**src/include/fpc_pkg.sv**
```systemverilog
// Shared constants and types for the flash pin control and protection block.
package fpc_pkg;
  localparam int          ADDR_W        = 19;
  localparam int          ROW_W         = 11;
  localparam int          COL_W         = 8;
  localparam int          SECT_N        = 11;
  localparam logic [3:0]  BOOT_STRAP    = 4'h0;
  localparam logic [3:0]  TOP_SECTOR    = 4'hA;
  localparam logic [31:0] ADDR_CTRL     = 32'h0000_0000;
  localparam logic [31:0] ADDR_LOCK     = 32'h0000_0004;
  localparam logic [31:0] ADDR_STATUS   = 32'h0000_0008;
  localparam logic [31:0] ADDR_GPI      = 32'h0000_000C;
  localparam logic [31:0] ADDR_REQ      = 32'h0000_0010;
  localparam logic [31:0] ADDR_MUXADDR  = 32'h0000_0014;
  localparam logic [10:0] LOCK_RST      = 11'h000;
  localparam logic [7:0]  BUSY_CYCLES   = 8'h10;
  localparam int          CTL_REQ_BIT   = 0;
  localparam int          CTL_ERASE_BIT = 1;
  localparam int          ST_READY_BIT  = 7;
  localparam int          ST_REFUSE_BIT = 6;
  localparam int          ST_ARRAY_BIT  = 5;
  localparam int          ST_MUX_BIT    = 4;

  typedef enum logic [1:0] {FPC_BUS_IDLE, FPC_BUS_CYCLE} fpc_bus_t;
  typedef enum logic [1:0] {FPC_AUTO_IDLE, FPC_AUTO_BUSY} fpc_auto_t;
endpackage

```
**src/include/fpc_pin_if.sv**
```systemverilog
// Synchronised pin bundle passed from the pin stage to the control core.
`timescale 1ns/1ps
interface fpc_pin_if;
  logic       frame_n;
  logic       rst_n;
  logic       init_n;
  logic       boot_lock;
  logic       wp;
  logic [3:0] strap;
  logic [4:0] gpi;
  logic       port_sel;
  logic       rc;
  logic [3:0] lad;
  modport src (output frame_n, rst_n, init_n, boot_lock, wp, strap, gpi, port_sel, rc, lad);
  modport dst (input frame_n, rst_n, init_n, boot_lock, wp, strap, gpi, port_sel, rc, lad);
endinterface

```
**src/rtl/fpc_top.sv**
```systemverilog
// Pin control, reset handling and write protection of the flash device.
//
// The implementer's own choices: the register offsets and the APB interface to the registers.
`timescale 1ns/1ps
module fpc_top
(
  input  wire logic        mclk,
  input  wire logic        srst,
  input  wire logic        psel,
  input  wire logic        penable,
  input  wire logic        pwrite,
  input  wire logic [31:0] paddr,
  input  wire logic [31:0] pwdata,
  output logic      [31:0] prdata,
  output logic             pready,
  output logic             pslverr,
  input  wire logic        frame_start_input_n,
  input  wire logic        rst_pin_n,
  input  wire logic        init_pin_n,
  input  wire logic        boot_sector_lock_input,
  input  wire logic        write_protect_input,
  input  wire logic [3:0]  strap_select_inputs,
  input  wire logic [4:0]  general_purpose_inputs,
  input  wire logic        port_select_input,
  input  wire logic        row_col_strobe,
  input  wire logic [3:0]  lad_in,
  output logic      [3:0]  lad_out,
  output logic      [3:0]  lad_oe,
  output logic             done_indicator,
  output logic             cycle_active,
  output logic             is_boot_device,
  output logic             auto_start,
  output logic      [18:0] mux_addr
);
  fpc_pin_if pins();

  fpc_sync u_sync
  (
    .mclk                   (mclk),
    .srst                   (srst),
    .frame_start_input_n    (frame_start_input_n),
    .rst_pin_n              (rst_pin_n),
    .init_pin_n             (init_pin_n),
    .boot_sector_lock_input (boot_sector_lock_input),
    .write_protect_input    (write_protect_input),
    .strap_select_inputs    (strap_select_inputs),
    .general_purpose_inputs (general_purpose_inputs),
    .port_select_input      (port_select_input),
    .row_col_strobe         (row_col_strobe),
    .lad_in                 (lad_in),
    .pins                   (pins)
  );

  ////////////////////////////////////////////////////////////////////////////
  typedef struct packed
  {
    fpc_pkg::fpc_bus_t  bus;
    fpc_pkg::fpc_auto_t auto_st;
    logic [7:0]  busy_cnt;
    logic        mux_mode;
    logic        in_reset;
    logic        frame_q;
    logic        rc_q;
    logic        array_read;
    logic        refused;
    logic        erase;
    logic [18:0] target;
    logic [10:0] lock;
    logic [18:0] maddr;
    logic [31:0] rdata;
    logic        ready;
    logic        slverr;
    logic        start;
    logic        done;
    logic        boot_id;
    logic [3:0]  oe;
    logic        cyc;
  } fpc_state_t;

  fpc_state_t st_reg;
  fpc_state_t st_next;

  function automatic logic [3:0] sector_of(input logic [18:0] a);
    if (a[18:16] != 3'h0)
      sector_of = {1'b0, a[18:16]} + 4'h3;
    else if (a[15])
      sector_of = 4'h3;
    else if (a[14])
      sector_of = 4'h2;
    else
      sector_of = {3'h0, a[13]};
  endfunction

  logic        dev_reset;
  logic        apb_acc;
  logic        apb_wr;
  logic [3:0]  tsect;
  logic        hw_block;
  logic        sw_block;

  always_comb
  begin
    // Initialise input only resets in bus mode; in mux mode it is output enable.
    dev_reset = !pins.rst_n || (!st_reg.mux_mode && !pins.init_n);
    apb_acc   = psel && penable && !st_reg.ready;
    // Writes take effect at the edge where the master sees pready high.
    apb_wr    = psel && penable && st_reg.ready && pwrite;
    tsect     = sector_of(st_reg.target);
    hw_block  = (tsect == fpc_pkg::TOP_SECTOR) ? !pins.boot_lock : !pins.wp;
    sw_block  = st_reg.lock[tsect];
  end

  ////////////////////////////////////////////////////////////////////////////
  always_comb
  begin
    st_next         = st_reg;
    st_next.ready   = apb_acc;
    st_next.slverr  = 1'b0;
    st_next.start   = 1'b0;
    st_next.frame_q = pins.frame_n;
    st_next.rc_q    = pins.rc;
    st_next.in_reset = dev_reset;
    if (st_reg.in_reset && !dev_reset)
    begin
      st_next.mux_mode   = pins.port_sel;
      st_next.boot_id    = (pins.strap == fpc_pkg::BOOT_STRAP);
      st_next.array_read = 1'b1;
    end
    if (!st_reg.mux_mode)
    begin
      if (!pins.frame_n && st_reg.frame_q)
        st_next.bus = fpc_pkg::FPC_BUS_CYCLE;
      else if (!pins.frame_n && st_reg.bus == fpc_pkg::FPC_BUS_CYCLE)
        st_next.bus = fpc_pkg::FPC_BUS_CYCLE;
    end
    else
    begin
      if (!pins.rc && st_reg.rc_q)
        st_next.maddr[10:0] = {pins.gpi, pins.wp, pins.boot_lock, pins.strap};
      if (pins.rc && !st_reg.rc_q)
        st_next.maddr[18:11] = {pins.gpi[1:0], pins.wp, pins.boot_lock, pins.strap[3:0]};
    end
    st_next.oe = (!st_reg.mux_mode && st_reg.bus == fpc_pkg::FPC_BUS_CYCLE && !pins.frame_n) ? 4'h0 :
                 (st_reg.mux_mode && !pins.init_n) ? 4'hF : 4'h0;
    if (apb_wr)
    begin
      case (paddr)
        fpc_pkg::ADDR_LOCK:    st_next.lock = pwdata[10:0];
        fpc_pkg::ADDR_REQ:     st_next.target = pwdata[18:0];
        fpc_pkg::ADDR_CTRL:
        begin
          st_next.erase = pwdata[fpc_pkg::CTL_ERASE_BIT];
          if (pwdata[fpc_pkg::CTL_REQ_BIT] && st_reg.auto_st == fpc_pkg::FPC_AUTO_IDLE)
          begin
            if (hw_block || sw_block || dev_reset)
              st_next.refused = 1'b1;
            else
            begin
              st_next.refused    = 1'b0;
              st_next.auto_st    = fpc_pkg::FPC_AUTO_BUSY;
              st_next.busy_cnt   = fpc_pkg::BUSY_CYCLES;
              st_next.start      = 1'b1;
              st_next.array_read = 1'b0;
            end
          end
        end
        default:               st_next.slverr = 1'b0;
      endcase
    end
    if (apb_acc)
    begin
      if (pwrite)
      begin
        case (paddr)
          fpc_pkg::ADDR_CTRL,
          fpc_pkg::ADDR_LOCK,
          fpc_pkg::ADDR_REQ,
          fpc_pkg::ADDR_STATUS,
          fpc_pkg::ADDR_GPI,
          fpc_pkg::ADDR_MUXADDR: st_next.slverr = 1'b0;
          default:               st_next.slverr = 1'b1;
        endcase
      end
      else
      begin
        case (paddr)
          fpc_pkg::ADDR_CTRL:    st_next.rdata = {31'h0, st_reg.erase};
          fpc_pkg::ADDR_LOCK:    st_next.rdata = {21'h0, st_reg.lock};
          fpc_pkg::ADDR_STATUS:  st_next.rdata = {24'h0, st_reg.auto_st == fpc_pkg::FPC_AUTO_IDLE,
                                                 st_reg.refused, st_reg.array_read, st_reg.mux_mode,
                                                 st_reg.boot_id, 1'b0, st_reg.bus == fpc_pkg::FPC_BUS_CYCLE,
                                                 1'b0};
          fpc_pkg::ADDR_GPI:     st_next.rdata = {23'h0, pins.strap, pins.gpi};
          fpc_pkg::ADDR_REQ:     st_next.rdata = {13'h0, st_reg.target};
          fpc_pkg::ADDR_MUXADDR: st_next.rdata = {13'h0, st_reg.maddr};
          default:
          begin
            st_next.rdata  = 32'h0000_0000;
            st_next.slverr = 1'b1;
          end
        endcase
      end
    end
    if (st_reg.auto_st == fpc_pkg::FPC_AUTO_BUSY)
    begin
      if (st_reg.busy_cnt == 8'h00)
      begin
        st_next.auto_st    = fpc_pkg::FPC_AUTO_IDLE;
        st_next.array_read = 1'b1;
      end
      else
        st_next.busy_cnt = st_reg.busy_cnt - 8'h01;
    end
    if (dev_reset)
    begin
      st_next.bus      = fpc_pkg::FPC_BUS_IDLE;
      st_next.auto_st  = fpc_pkg::FPC_AUTO_IDLE;
      st_next.busy_cnt = 8'h00;
      st_next.start    = 1'b0;
      st_next.oe       = 4'h0;
    end
    st_next.done = (st_next.auto_st == fpc_pkg::FPC_AUTO_IDLE);
    st_next.cyc  = (st_next.bus == fpc_pkg::FPC_BUS_CYCLE);
    if (srst)
    begin
      st_next            = '0;
      st_next.in_reset   = 1'b1;
      st_next.frame_q    = 1'b1;
      st_next.rc_q       = 1'b1;
      st_next.array_read = 1'b1;
      st_next.done       = 1'b1;
      st_next.lock       = fpc_pkg::LOCK_RST;
    end
  end

  always_ff @(posedge mclk)
  begin
    st_reg <= st_next;
  end

  assign prdata         = st_reg.rdata;
  assign pready         = st_reg.ready;
  assign pslverr        = st_reg.slverr;
  assign lad_out        = st_reg.maddr[3:0];
  assign lad_oe         = st_reg.oe;
  assign done_indicator = st_reg.done;
  assign cycle_active   = st_reg.cyc;
  assign is_boot_device = st_reg.boot_id;
  assign auto_start     = st_reg.start;
  assign mux_addr       = st_reg.maddr;
endmodule

```
**src/rtl/fpc_sync.sv**
```systemverilog
// Two-stage synchroniser for every asynchronous pin of the block.
`timescale 1ns/1ps
module fpc_sync
(
  input  wire logic  mclk,
  input  wire logic  srst,
  input  wire logic  frame_start_input_n,
  input  wire logic  rst_pin_n,
  input  wire logic  init_pin_n,
  input  wire logic  boot_sector_lock_input,
  input  wire logic  write_protect_input,
  input  wire logic  [3:0] strap_select_inputs,
  input  wire logic  [4:0] general_purpose_inputs,
  input  wire logic  port_select_input,
  input  wire logic  row_col_strobe,
  input  wire logic  [3:0] lad_in,
  fpc_pin_if.src     pins
);
  typedef struct packed
  {
    logic [19:0] s1;
    logic [19:0] s2;
  } fpc_sync_t;

  fpc_sync_t st_reg;
  fpc_sync_t st_next;

  always_comb
  begin
    st_next    = st_reg;
    st_next.s1 = {frame_start_input_n, rst_pin_n, init_pin_n, boot_sector_lock_input, write_protect_input,
                  strap_select_inputs, general_purpose_inputs, port_select_input, row_col_strobe, lad_in};
    st_next.s2 = st_reg.s1;
    if (srst)
    begin
      // Reset shows a held reset pin, so mode and straps are later taken from live pins.
      st_next.s1 = 20'hA0010;
      st_next.s2 = 20'hA0010;
    end
  end

  always_ff @(posedge mclk)
  begin
    st_reg <= st_next;
  end

  assign {pins.frame_n, pins.rst_n, pins.init_n, pins.boot_lock, pins.wp, pins.strap, pins.gpi,
          pins.port_sel, pins.rc, pins.lad} = st_reg.s2;
endmodule

```
**config.mk**
```make
export PLATFORM = sky130hd
export DESIGN_NAME = fpc_top
export DESIGN_NICKNAME = d
export VERILOG_FILES = /design/src/include/fpc_pkg.sv /design/src/include/fpc_pin_if.sv /design/src/rtl/fpc_top.sv /design/src/rtl/fpc_sync.sv
export SDC_FILE = /design/constraint.sdc
export NUM_CORES = 1
export LEC_CHECK = 0
export ABC_AREA = 1
export BUFFER_PORTS_ARGS = -buffer_cell sky130_fd_sc_hd__buf_2
export CORE_UTILIZATION = 53
export DETAILED_ROUTE_END_ITERATION = 7
export GPL_ROUTABILITY_DRIVEN = 1
export PLACE_DENSITY = 0.79
export SYNTH_ARGS = -nofsm -noshare
export SYNTH_HDL_FRONTEND = slang
export SYNTH_SLANG_ARGS = --single-unit
```
**constraint.sdc**
```tcl
create_clock -name mclk -period 2.1 [get_ports mclk]
set_input_delay 0.315 -clock mclk [delete_from_list [all_inputs] [get_ports mclk]]
set_output_delay 0.315 -clock mclk [all_outputs]
set_load 0.01 [all_outputs]
```
Yosys cells after proc, flatten, opt, wreduce, memory -nomap -nowiden:

Cells that the tools add are included.
W data, S select, Z words.

* bits in registers: 150
* word-level logic and storage cells: 118

* $add $sub $neg: 2
* multiplexer cells: 34
* equality and inequality tests: 9
* bitwise logic cells: 4
* reduce and logical (&&, ||, !) cells: 44
* $lt $le $gt $ge: 1

Operators by type and width (number)
* $pmux W19 S6: 1
* $eq A32 B4 Y1 const B: 2
* $eq A32 B5 Y1 const B: 2
* $mux W10: 5
* $mux W33: 1
* $eq A32 B3 Y1 const B: 1
* $logic_not A32 Y1: 1
* $mux W19: 1
* $logic_and A1 B1 Y1: 14
* $mux W2: 7
* $mux W1: 12
* $mux W12: 1
* $reduce_and A2 Y1: 6
* $mux W11: 1
* $logic_not A1 Y1: 10
* $logic_not A8 Y1: 1
* $mux W4: 2
* $mux W8: 1
* $sub A8 B1 Y8 const B: 1
* $eq A2 B1 Y1 const B: 3
* $reduce_or A6 Y1: 1
* $lt A4 B5 Y1 const B: 1
* $reduce_or A5 Y1: 1
* $add A3 B2 Y4 const B: 1
* 11 further kinds: 17

Depth between registers and ports, before layout:

Gate-level depths: netlist of the first run.

* depth in word-level cells: 15
* gate-level depth with buffers: 15
* gate-level depth less buffers: 15

By module:

A second synthesis of the first run with hierarchy kept.

* cells, all modules: 841
* area total of the unflattened synthesis: 6254.7 µm²

Modules (own cells, without submodules)
* fpc_top: area an instance 5002.3 µm², times used 1, sequential area each 1881.8 µm², cells each 703
* fpc_sync: area an instance 1252.5 µm², times used 1, sequential area each 800.8 µm², cells each 138

Worst setup path after synthesis of the first run:

Ideal clock, no wire load.

* path type: flip-flop to flip-flop
* from: reg st_reg[88] (netlist name)
* to: reg st_reg, in the netlist done_indicator
* stages on the path, launching flop included: 15
* library setup time: 0.115 ns
* path buffers: 1
* setup slack: 0.285 ns
* arrival: 1.700 ns
* required time: 1.985 ns
* period minus slack after synthesis: 1.815 ns
* cells stage by stage: dfxtp_1 inv_1 ha_1 inv_1 nor2_1 nand3_1 nand2_2 nand3_1 nand2_1 nand3_1 nor2_1 nand3_1 buf_6 a21oi_4 nor2_1

* longest elaborated chain between the ends: 14
* elaborated cells on any way between the ends: 17
* classes of those cells: add/sub: 1; eq/ne: 1; mux: 11; reduce/logical: 4

Ends and longest elaborated chain
* from (decl): RTL line fpc_top.sv:80 `fpc_state_t st_reg;`
* from (signal assigned): RTL line fpc_top.sv:238 `st_reg <= st_next;`
* $add A3 B2 Y4 or $reduce_bool A3 Y1 (tied branches): RTL line fpc_top.sv:85, fpc_top.sv:84
* $mux W4 *: RTL line fpc_top.sv:84 `if (a[18:16] != 3'h0)`
* $bmux W1 S4 or $eq A4 B4 Y1 (tied branches): RTL line fpc_top.sv:110, fpc_top.sv:109
* $mux W1 (on tied branches): RTL line fpc_top.sv:110, fpc_top.sv:109
* $logic_or A1 B1 Y1 * (2 in series): RTL line fpc_top.sv:155 `if (hw_block || sw_block || dev_reset)`
* $mux W10 *: RTL line fpc_top.sv:155
* $mux W10 *: RTL line fpc_top.sv:153 `if (pwdata[fpc_pkg::CTL_REQ_BIT] && st_reg.auto_st == fpc_pkg::FPC_AUTO_IDLE)`
* $mux W10 *: RTL line fpc_top.sv:147 `case (paddr)`
* $mux W10 *: RTL line fpc_top.sv:145 `if (apb_wr)`
* $mux W2: RTL line fpc_top.sv:206 `if (st_reg.busy_cnt == 8'h00)`
* $mux W10 *: RTL line fpc_top.sv:204 `if (st_reg.auto_st == fpc_pkg::FPC_AUTO_BUSY)`
* $mux W12 *: RTL line fpc_top.sv:214 `if (dev_reset)`
* $logic_not A2 Y1 *: RTL line fpc_top.sv:222 `st_next.done = (st_next.auto_st == fpc_pkg::FPC_AUTO_IDLE);`

Every way passes the cells marked *; elsewhere a longest branch is shown, timed or not. The select of a mux whose other input is x is not followed.
A chain may end at the register's enable or synchronous reset.

Worst setup path in the final report of the first run:

* from: reg st_reg[89] (netlist name)
* to: reg st_reg, in the netlist done_indicator

Same word-level chain as after synthesis.

==> metrics.log, run 1 <==
INFO  metric finalWirelength = 14.4 mm
INFO  metric syn_area = 0.00573 mm^2
INFO  metric maxCapViolations = 0
INFO  metric antenna_cells = 0
INFO  metric timing.hold.worst_endpoint = st_reg[86]
INFO  metric r2r_setup_slack = between 0.08 and 0.09 ns
INFO  metric synth-edff-count = 0
INFO  metric final-max-slew-violation-count = 0
INFO  metric die_width = between 100 and 150 um
INFO  metric timing.critical_path.from_type = flop
INFO  metric syn_avg_cell_area = 7.42 um^2
INFO  metric timing.hold.worst.class = in -> reg
INFO  metric die_h = roughly 110 um
INFO  metric worst_ep_arrival_time = 2.43 ns
INFO  metric tritoncts = done
INFO  metric netSwitchingPower = 1280 uW
INFO  metric cts_inserted_buffers = 17
INFO  metric ys_seq_area_share = 44.0%
INFO  metric cts-root-buf = clkbuf_8
INFO  metric critPathKind = reg -> reg
INFO  metric number_of_top_level_design_ports = approximately 150
INFO  metric htree_num_levels = 4
INFO  metric yosys_reg_bits = approximately 130
INFO  metric min_delay_path_depth = 3
INFO  metric crit_required = 2.51 ns
INFO  metric post_synth_top_flop = dfxtp_1
INFO  metric period_share = 96.1%
INFO  metric hold_start = pwdata[14]
INFO  metric cts-root-to-sink-buffers = 2
INFO  metric finalSetupViolCount = 0
INFO  metric viasPerCell = 5.18
INFO  metric place_hpwl = 9.96 mm
INFO  metric yosysWarningCount = 0
INFO  metric layout-area-overhead-vs-synth = 22.0%
INFO  metric fin_worst_skew = about 0.011 ns
INFO  metric postSynth.asyncResetShare = 0%
INFO  metric port_buffers = 123
INFO  metric postSynthCellCount = 772
INFO  metric largest_register_ff_count = between 40 and 50
INFO  metric worst_setup_hold_path_clk_slew = ~0.070 ns
INFO  metric cellPowerDensity = 760 mW/mm^2
INFO  metric worstSetupEndpointType = flop
INFO  metric finalNonFillerCells = 1025
INFO  metric fp-row-count = 37
INFO  metric synth.distinct_cells = 40
INFO  metric hold_slack = 0.0899 ns
INFO  metric critical_path.reg2reg.startpoint = st_reg[89]
INFO  metric final-hold-violation-count = 0
INFO  metric number_of_antenna_violations_at_the_first_check_in_global_routing = 0
INFO  metric power.sequential.fraction = 46.0%
INFO  metric crit_fanout = 6
INFO  metric grt_first_pass_wirelength = 23.1 mm
INFO  metric power.clock.fraction = 49.3%
INFO  metric pwr-share-comb = 4.7%
INFO  metric period_minus_slack = 2.02 ns
INFO  metric gpl.final_weighted_congestion = around 0.93
INFO  metric drt_pre_antenna_iters = 6
INFO  metric first_global_vias = 4917
INFO  metric clock_sinks = 126
INFO  metric reg2regPathDepth = 14
INFO  metric post-place-cells = 975
INFO  metric layout.nets = between 900 and 1000
INFO  metric switching_share = between 20% and 30%
INFO  metric drt_drc_violations_left = 0
INFO  metric totalNegativeSetupSlack = 0 ns
INFO  metric drive_above_1_share = between 20% and 30%
INFO  metric start_util = 55.0%
INFO  metric design.die.area = 0.0112 mm^2
INFO  metric vdd.ir_drop.worst = 0.613 mV
INFO  metric via_count = 5313
INFO  metric leakagePower = approximately 0.0031 uW
INFO  metric core_area = 0.0104 mm^2
INFO  metric antenna_violating_nets_left = 0
INFO  metric groute.usage.overall = between 20% and 30%
INFO  metric crit_path_start = st_reg[89]
INFO  metric drt_initial_violations = 506
INFO  metric internal-power = 4030 uW
INFO  metric run_status = complete, no violations
INFO  metric clock_insertion_delay_at_the_later_pin_of_the_skew_report = about 0.53 ns
INFO  metric highest_clock_rate = 495 MHz
INFO  metric timing.rr.end = done_indicator
INFO  metric grt_remaining_overflow = 0
INFO  metric routed_wire_length_per_instance = between 10 and 15 um
INFO  metric grt_max_degree = 42
## critical path, stage by stage (launching register included)
cell and delay [ns]:
dfxtp_4 0.36, inv_4 0.06, ha_4 0.16, inv_2 0.05, nor2_4 0.15, nand3_4 0.12
nand2_4 0.11, nand3_1 0.08, nand2_1 0.08, nand3_2 0.09, nor2_4 0.13, nand3_4 0.12
clkbuf_16 0.18, a21oi_4 0.14, nor2_1 0.06
## routing by layer
layer / track usage (%) / wire [um] / vias up
li1: - / - / 2633
met3: 7.60 / 1110 / 45
met1: 32.4 / 6010 / 2373
met5: 0 / 0 / -
met2: 43.8 / 6840 / 262
met4: 10.8 / 454 / 0
## metrics by stage
step	area (um^2)	setup slack, ns	total power [uW]	util [%]
5_1_grt	6990	-0.00214	5490	67.1
2_1_floorplan	5770	0.285	2630	-
3_3_place_gp	6150	0.105	2710	59.1
6_report	6990	0.0809	5310	67.1
3_5_place_dp	6150	0.0782	2720	59.1
4_1_cts	6850	0.0314	5340	65.8
## Yosys cell counts (4+ instances only)
| library cell | count | share of area [%] |
|---|---|---|
| dfxtp_1 | 126 | 44 |
| nand2_1 | 115 | 7.5 |
| nor2_1 | 106 | 6.9 |
| inv_1 | 76 | 5.0 |
| buf_4 | 62 | 8.1 |
| a21oi_1 | 56 | 4.9 |
| o21ai_0 | 47 | 4.1 |
| nand3_1 | 46 | 4.0 |
| nor3_1 | 43 | 3.8 |
| clkbuf_1 | 20 | 1.3 |
| nand4_1 | 10 | 1.1 |
| or2_2 | 7 | 0.76 |
| buf_2 | 5 | 0.44 |
| nor2_2 | 5 | 0.55 |
| ha_1 | 4 | 0.87 |
## power groups by stage
stage | clock network (uW) | logic (uW) | registers (uW)
final | 2620 | 248 | 2440
after global routing | 2760 | 278 | 2450
after CTS | 2650 | 243 | 2450
after detailed placement | 0 | 219 | 2500
after global placement | 0 | 216 | 2500
after floorplan | 0 | 136 | 2490
## cells by family (layout without fill, tap and decap cells)
logic type / count (synthesis) / in the layout / synth area share [%]
simple gates: 346 / 346 / 27.2
buf+inv: 172 / 277 / 15.8
flops: 126 / 126 / 44.0
compound gates: 117 / 117 / 11.1
xor+xnor: 6 / 6 / 0.917
fa+ha+maj: 4 / 4 / 0.874
other cells: 1 / 13 / 0.0655
## layout by cell type (no fill, tap or decap), types with 5 or more instances in the layout
cell	instances
a21oi_1	56
buf_2	123
buf_4	20
clkbuf_16	17
conb_1	13
dfxtp_1	124
dlygate4sd3_1	16
inv_1	72
inv_2	6
nand2_1	112
nand2_2	5
nand3_1	43
nand4_1	10
nor2_1	102
nor2_2	5
nor2_4	6
nor3_1	43
o21ai_0	47
or2_2	7
## final cells by class
class / count / area, um^2
fillers: 902 / 3430
flip-flops and latches: 126 / 2530
multi-input cells: 486 / 2440
repair buffers: 162 / 991
clock buffers: 18 / 428
inverters: 83 / 319
well taps: 136 / 170
clock inverters: 14 / 109
## how the worst max path moves through the flow
stage	cells after the start	end	slack, ns
after global placement	16	st_reg[102]	0.10
after global routing	14	done_indicator	-0.002
final	14	done_indicator	0.08
after detailed placement	14	done_indicator	0.08
after CTS	14	done_indicator	0.03
after floorplan	14	done_indicator	0.28
## repair_timing
| action | 4_1_cts | 5_1_grt |
|---|---|---|
| hold buffers | 16 | 0 |
| endpoints found under the hold margin | 16 | 0 |
| gates resized for setup | 0 | 29 |
| setup buffers | 0 | 1 |
| setup endpoints to repair | 0 | 13 |
Note: power is estimated with default switching activity, not from simulation.
==> run 2, diff against run 1 <==
CORE_ASPECT_RATIO = 2   (was default)
==> metrics.log, run 2 (synthesized netlist as in run 1, its figures left out) <==
INFO  metric netSwitchingPower = 1280 uW
INFO  metric place_hpwl = 10.7 mm
INFO  metric finalSetupViolCount = 0
INFO  metric final-max-slew-violation-count = 0
INFO  metric mostFrequentLayoutCells = dfxtp_1, buf_2, nand2_1
INFO  metric gpl.final_weighted_congestion = around 0.95
INFO  metric maxCapViolations = 0
INFO  metric grt_max_degree = slightly above 60
INFO  metric endpoint = done_indicator
INFO  metric first_global_vias = 4906
INFO  metric cts-root-to-sink-buffers = 2
INFO  metric slew_at_the_pin_closest_to_its_max_slew_limit = 0.580 ns
INFO  metric r2r_setup_slack = around 0.14 ns
INFO  metric layout.nets = 952
INFO  metric groute.usage.overall = 27.6%
INFO  metric antenna_violating_nets_left = 0
INFO  metric drive_above_1_share = 25.1%
INFO  metric power.clock.fraction = 52.6%
INFO  metric ctsHoldBuffers = 0
INFO  metric power.total = roughly 5600 uW
INFO  metric reg2regPathDepth = 14
INFO  metric crit_path_start = st_reg[88]
INFO  metric final-hold-violation-count = 0
INFO  metric via_count = 5208
INFO  metric placed_cell_area = 0.00616 mm^2
INFO  metric htree_num_levels = 4
INFO  metric largest_register_ff_count = 49
INFO  metric slew_headroom = 61.3%
INFO  metric layout-area-overhead-vs-synth = 18.8%
INFO  metric worstSetupEndpointType = flop
INFO  metric worst_setup_hold_path_clk_slew = 0.06 ns
INFO  metric crit_required = between 2 and 2.5 ns
INFO  metric period_minus_slack = 1.96 ns
INFO  metric vdd.ir_drop.worst = between 0.6 and 0.7 mV
INFO  metric design.die.area = 0.0113 mm^2
INFO  metric pwr-share-comb = 3.9%
INFO  metric core_area = roughly 0.011 mm^2
INFO  metric start_util = 54.3%
INFO  metric viasPerCell = 5.15
INFO  metric finalInstanceArea = around 0.007 mm^2
INFO  metric number_of_top_level_design_ports = 154
INFO  metric routed_wire_length_per_instance = 14.5 um
INFO  metric cts_inserted_buffers = 17
INFO  metric run_status = complete, no violations
INFO  metric critical_path.reg2reg.startpoint = st_reg[88]
INFO  metric timing.rr.end = done_indicator
INFO  metric worst_ep_arrival_time = 2.27 ns
INFO  metric die_h = 149 um
INFO  metric die_width = 75.5 um
INFO  metric drt_initial_violations = between 300 and 400
INFO  metric drt_drc_violations_left = 0
INFO  metric grt_first_pass_wirelength = ~23 mm
INFO  metric period_share = 93.4%
INFO  metric timing.hold.worst.class = in -> reg
INFO  metric cellPowerDensity = a little over 800 mW/mm^2
INFO  metric port_buffers = 123
INFO  metric fin_worst_skew = 0.00554 ns
INFO  metric highest_clock_rate = 510 MHz
INFO  metric clock_sinks = 126
INFO  metric tritoncts = done
INFO  metric switching_share = 22.7%
INFO  metric critPathKind = reg -> reg
INFO  metric power.sequential.fraction = 43.4%
INFO  metric timing.critical_path.from_type = flop
INFO  metric leakagePower = 0.00307 uW
INFO  metric grt_remaining_overflow = 0
INFO  metric internal-power = between 4000 and 5000 uW
INFO  metric mostFrequentLayoutCell = dfxtp_1
INFO  metric drt_pre_antenna_iters = 6
INFO  metric fp-row-count = between 50 and 60
INFO  metric cts-root-buf = clkbuf_16
INFO  metric number_of_antenna_violations_at_the_first_check_in_global_routing = 2
INFO  metric crit_fanout = 11
INFO  metric clock_insertion_delay_at_the_later_pin_of_the_skew_report = 0.42 ns
INFO  metric finalWirelength = 14.7 mm
## run 2: cell count changes in the layout (fill, tap and decap cells not counted), moves of 3 or more
cell           before  now
inv_1              72   75
nor2_2              5    8
nor2_4              6    2
dlygate4sd3_1      16    0
## run 2: worst min path at each step
stage	start	to	slack, ns	depth (start not counted)
final	row_col_strobe	u_sync.st_reg[24]	0.08	2
after global routing	frame_start_input_n	u_sync.st_reg[39]	0.08	2
after CTS	frame_start_input_n	u_sync.st_reg[39]	0.07	2
after detailed placement	u_sync.st_reg[39]	u_sync.pins.frame_n	0.39	1
after global placement	u_sync.st_reg[38]	u_sync.pins.rst_n	0.39	2
after floorplan	u_sync.st_reg[36]	u_sync.pins.boot_lock	0.39	2
## run 2: cell type report
type / instances / area (um^2)
Fill cell: 947 / 3730
Sequential cell: 126 / 2520
Multi-Input combinational cell: 486 / 2380
Timing Repair Buffer: 145 / 806
Clock buffer: 19 / 453
Inverter: 83 / 317
Tap cell: 137 / 171
Clock inverter: 13 / 153
Antenna cell: 2 / 5.00
## run 2: metrics by stage
step / cells / hold WS, ns / TNS (ns) / util [%] / worst slack, ns
after CTS: 1009 / 0.0672 / 0 / 64.2 / 0.0410
after global routing: 1011 / 0.0778 / -0.0266 / 64.6 / -0.0165
after global placement: 977 / 0.389 / 0 / 58.5 / 0.0839
after floorplan: 784 / 0.388 / 0 / - / 0.285
after detailed placement: 977 / 0.393 / 0 / 58.5 / 0.0688
final: 1011 / 0.0787 / 0 / 64.6 / 0.138
## run 2: power groups by stage
stage / combinational, uW / clock, uW / sequential (uW)
floorplan: 136 / 0 / 2490
global placement: 215 / 0 / 2500
detailed placement: 218 / 0 / 2500
CTS: 221 / 3000 / 2450
global route: 248 / 3110 / 2450
finish: 222 / 2960 / 2450
## run 2: worst max-delay path, stage by stage, from the launching register on
cell	delay, ns
dfxtp_2	0.32
inv_1	0.05
buf_4	0.15
ha_1	0.20
nand2_1	0.08
nand2_2	0.07
nor2_2	0.17
nand3_1	0.09
nand2_1	0.06
nand3_1	0.10
nor2_2	0.11
nand3_2	0.11
buf_12	0.16
a21oi_4	0.12
nor2_1	0.05
## run 2: routing by layer
| layer | track usage [%] | up-vias | part of all wire [%] |
|---|---|---|---|
| met2 | 47.5 | 211 | 53 |
| met3 | 5.88 | 64 | 4.8 |
| li1 | - | 2588 | - |
| met1 | 26.7 | 2345 | 35 |
| met5 | 0 | - | 0 |
| met4 | 23.1 | 0 | 7.8 |
## run 2: repair_timing
item	CTS	global route
buffers inserted	0	0
setup endpoints to repair	0	13
gates resized for setup	0	13
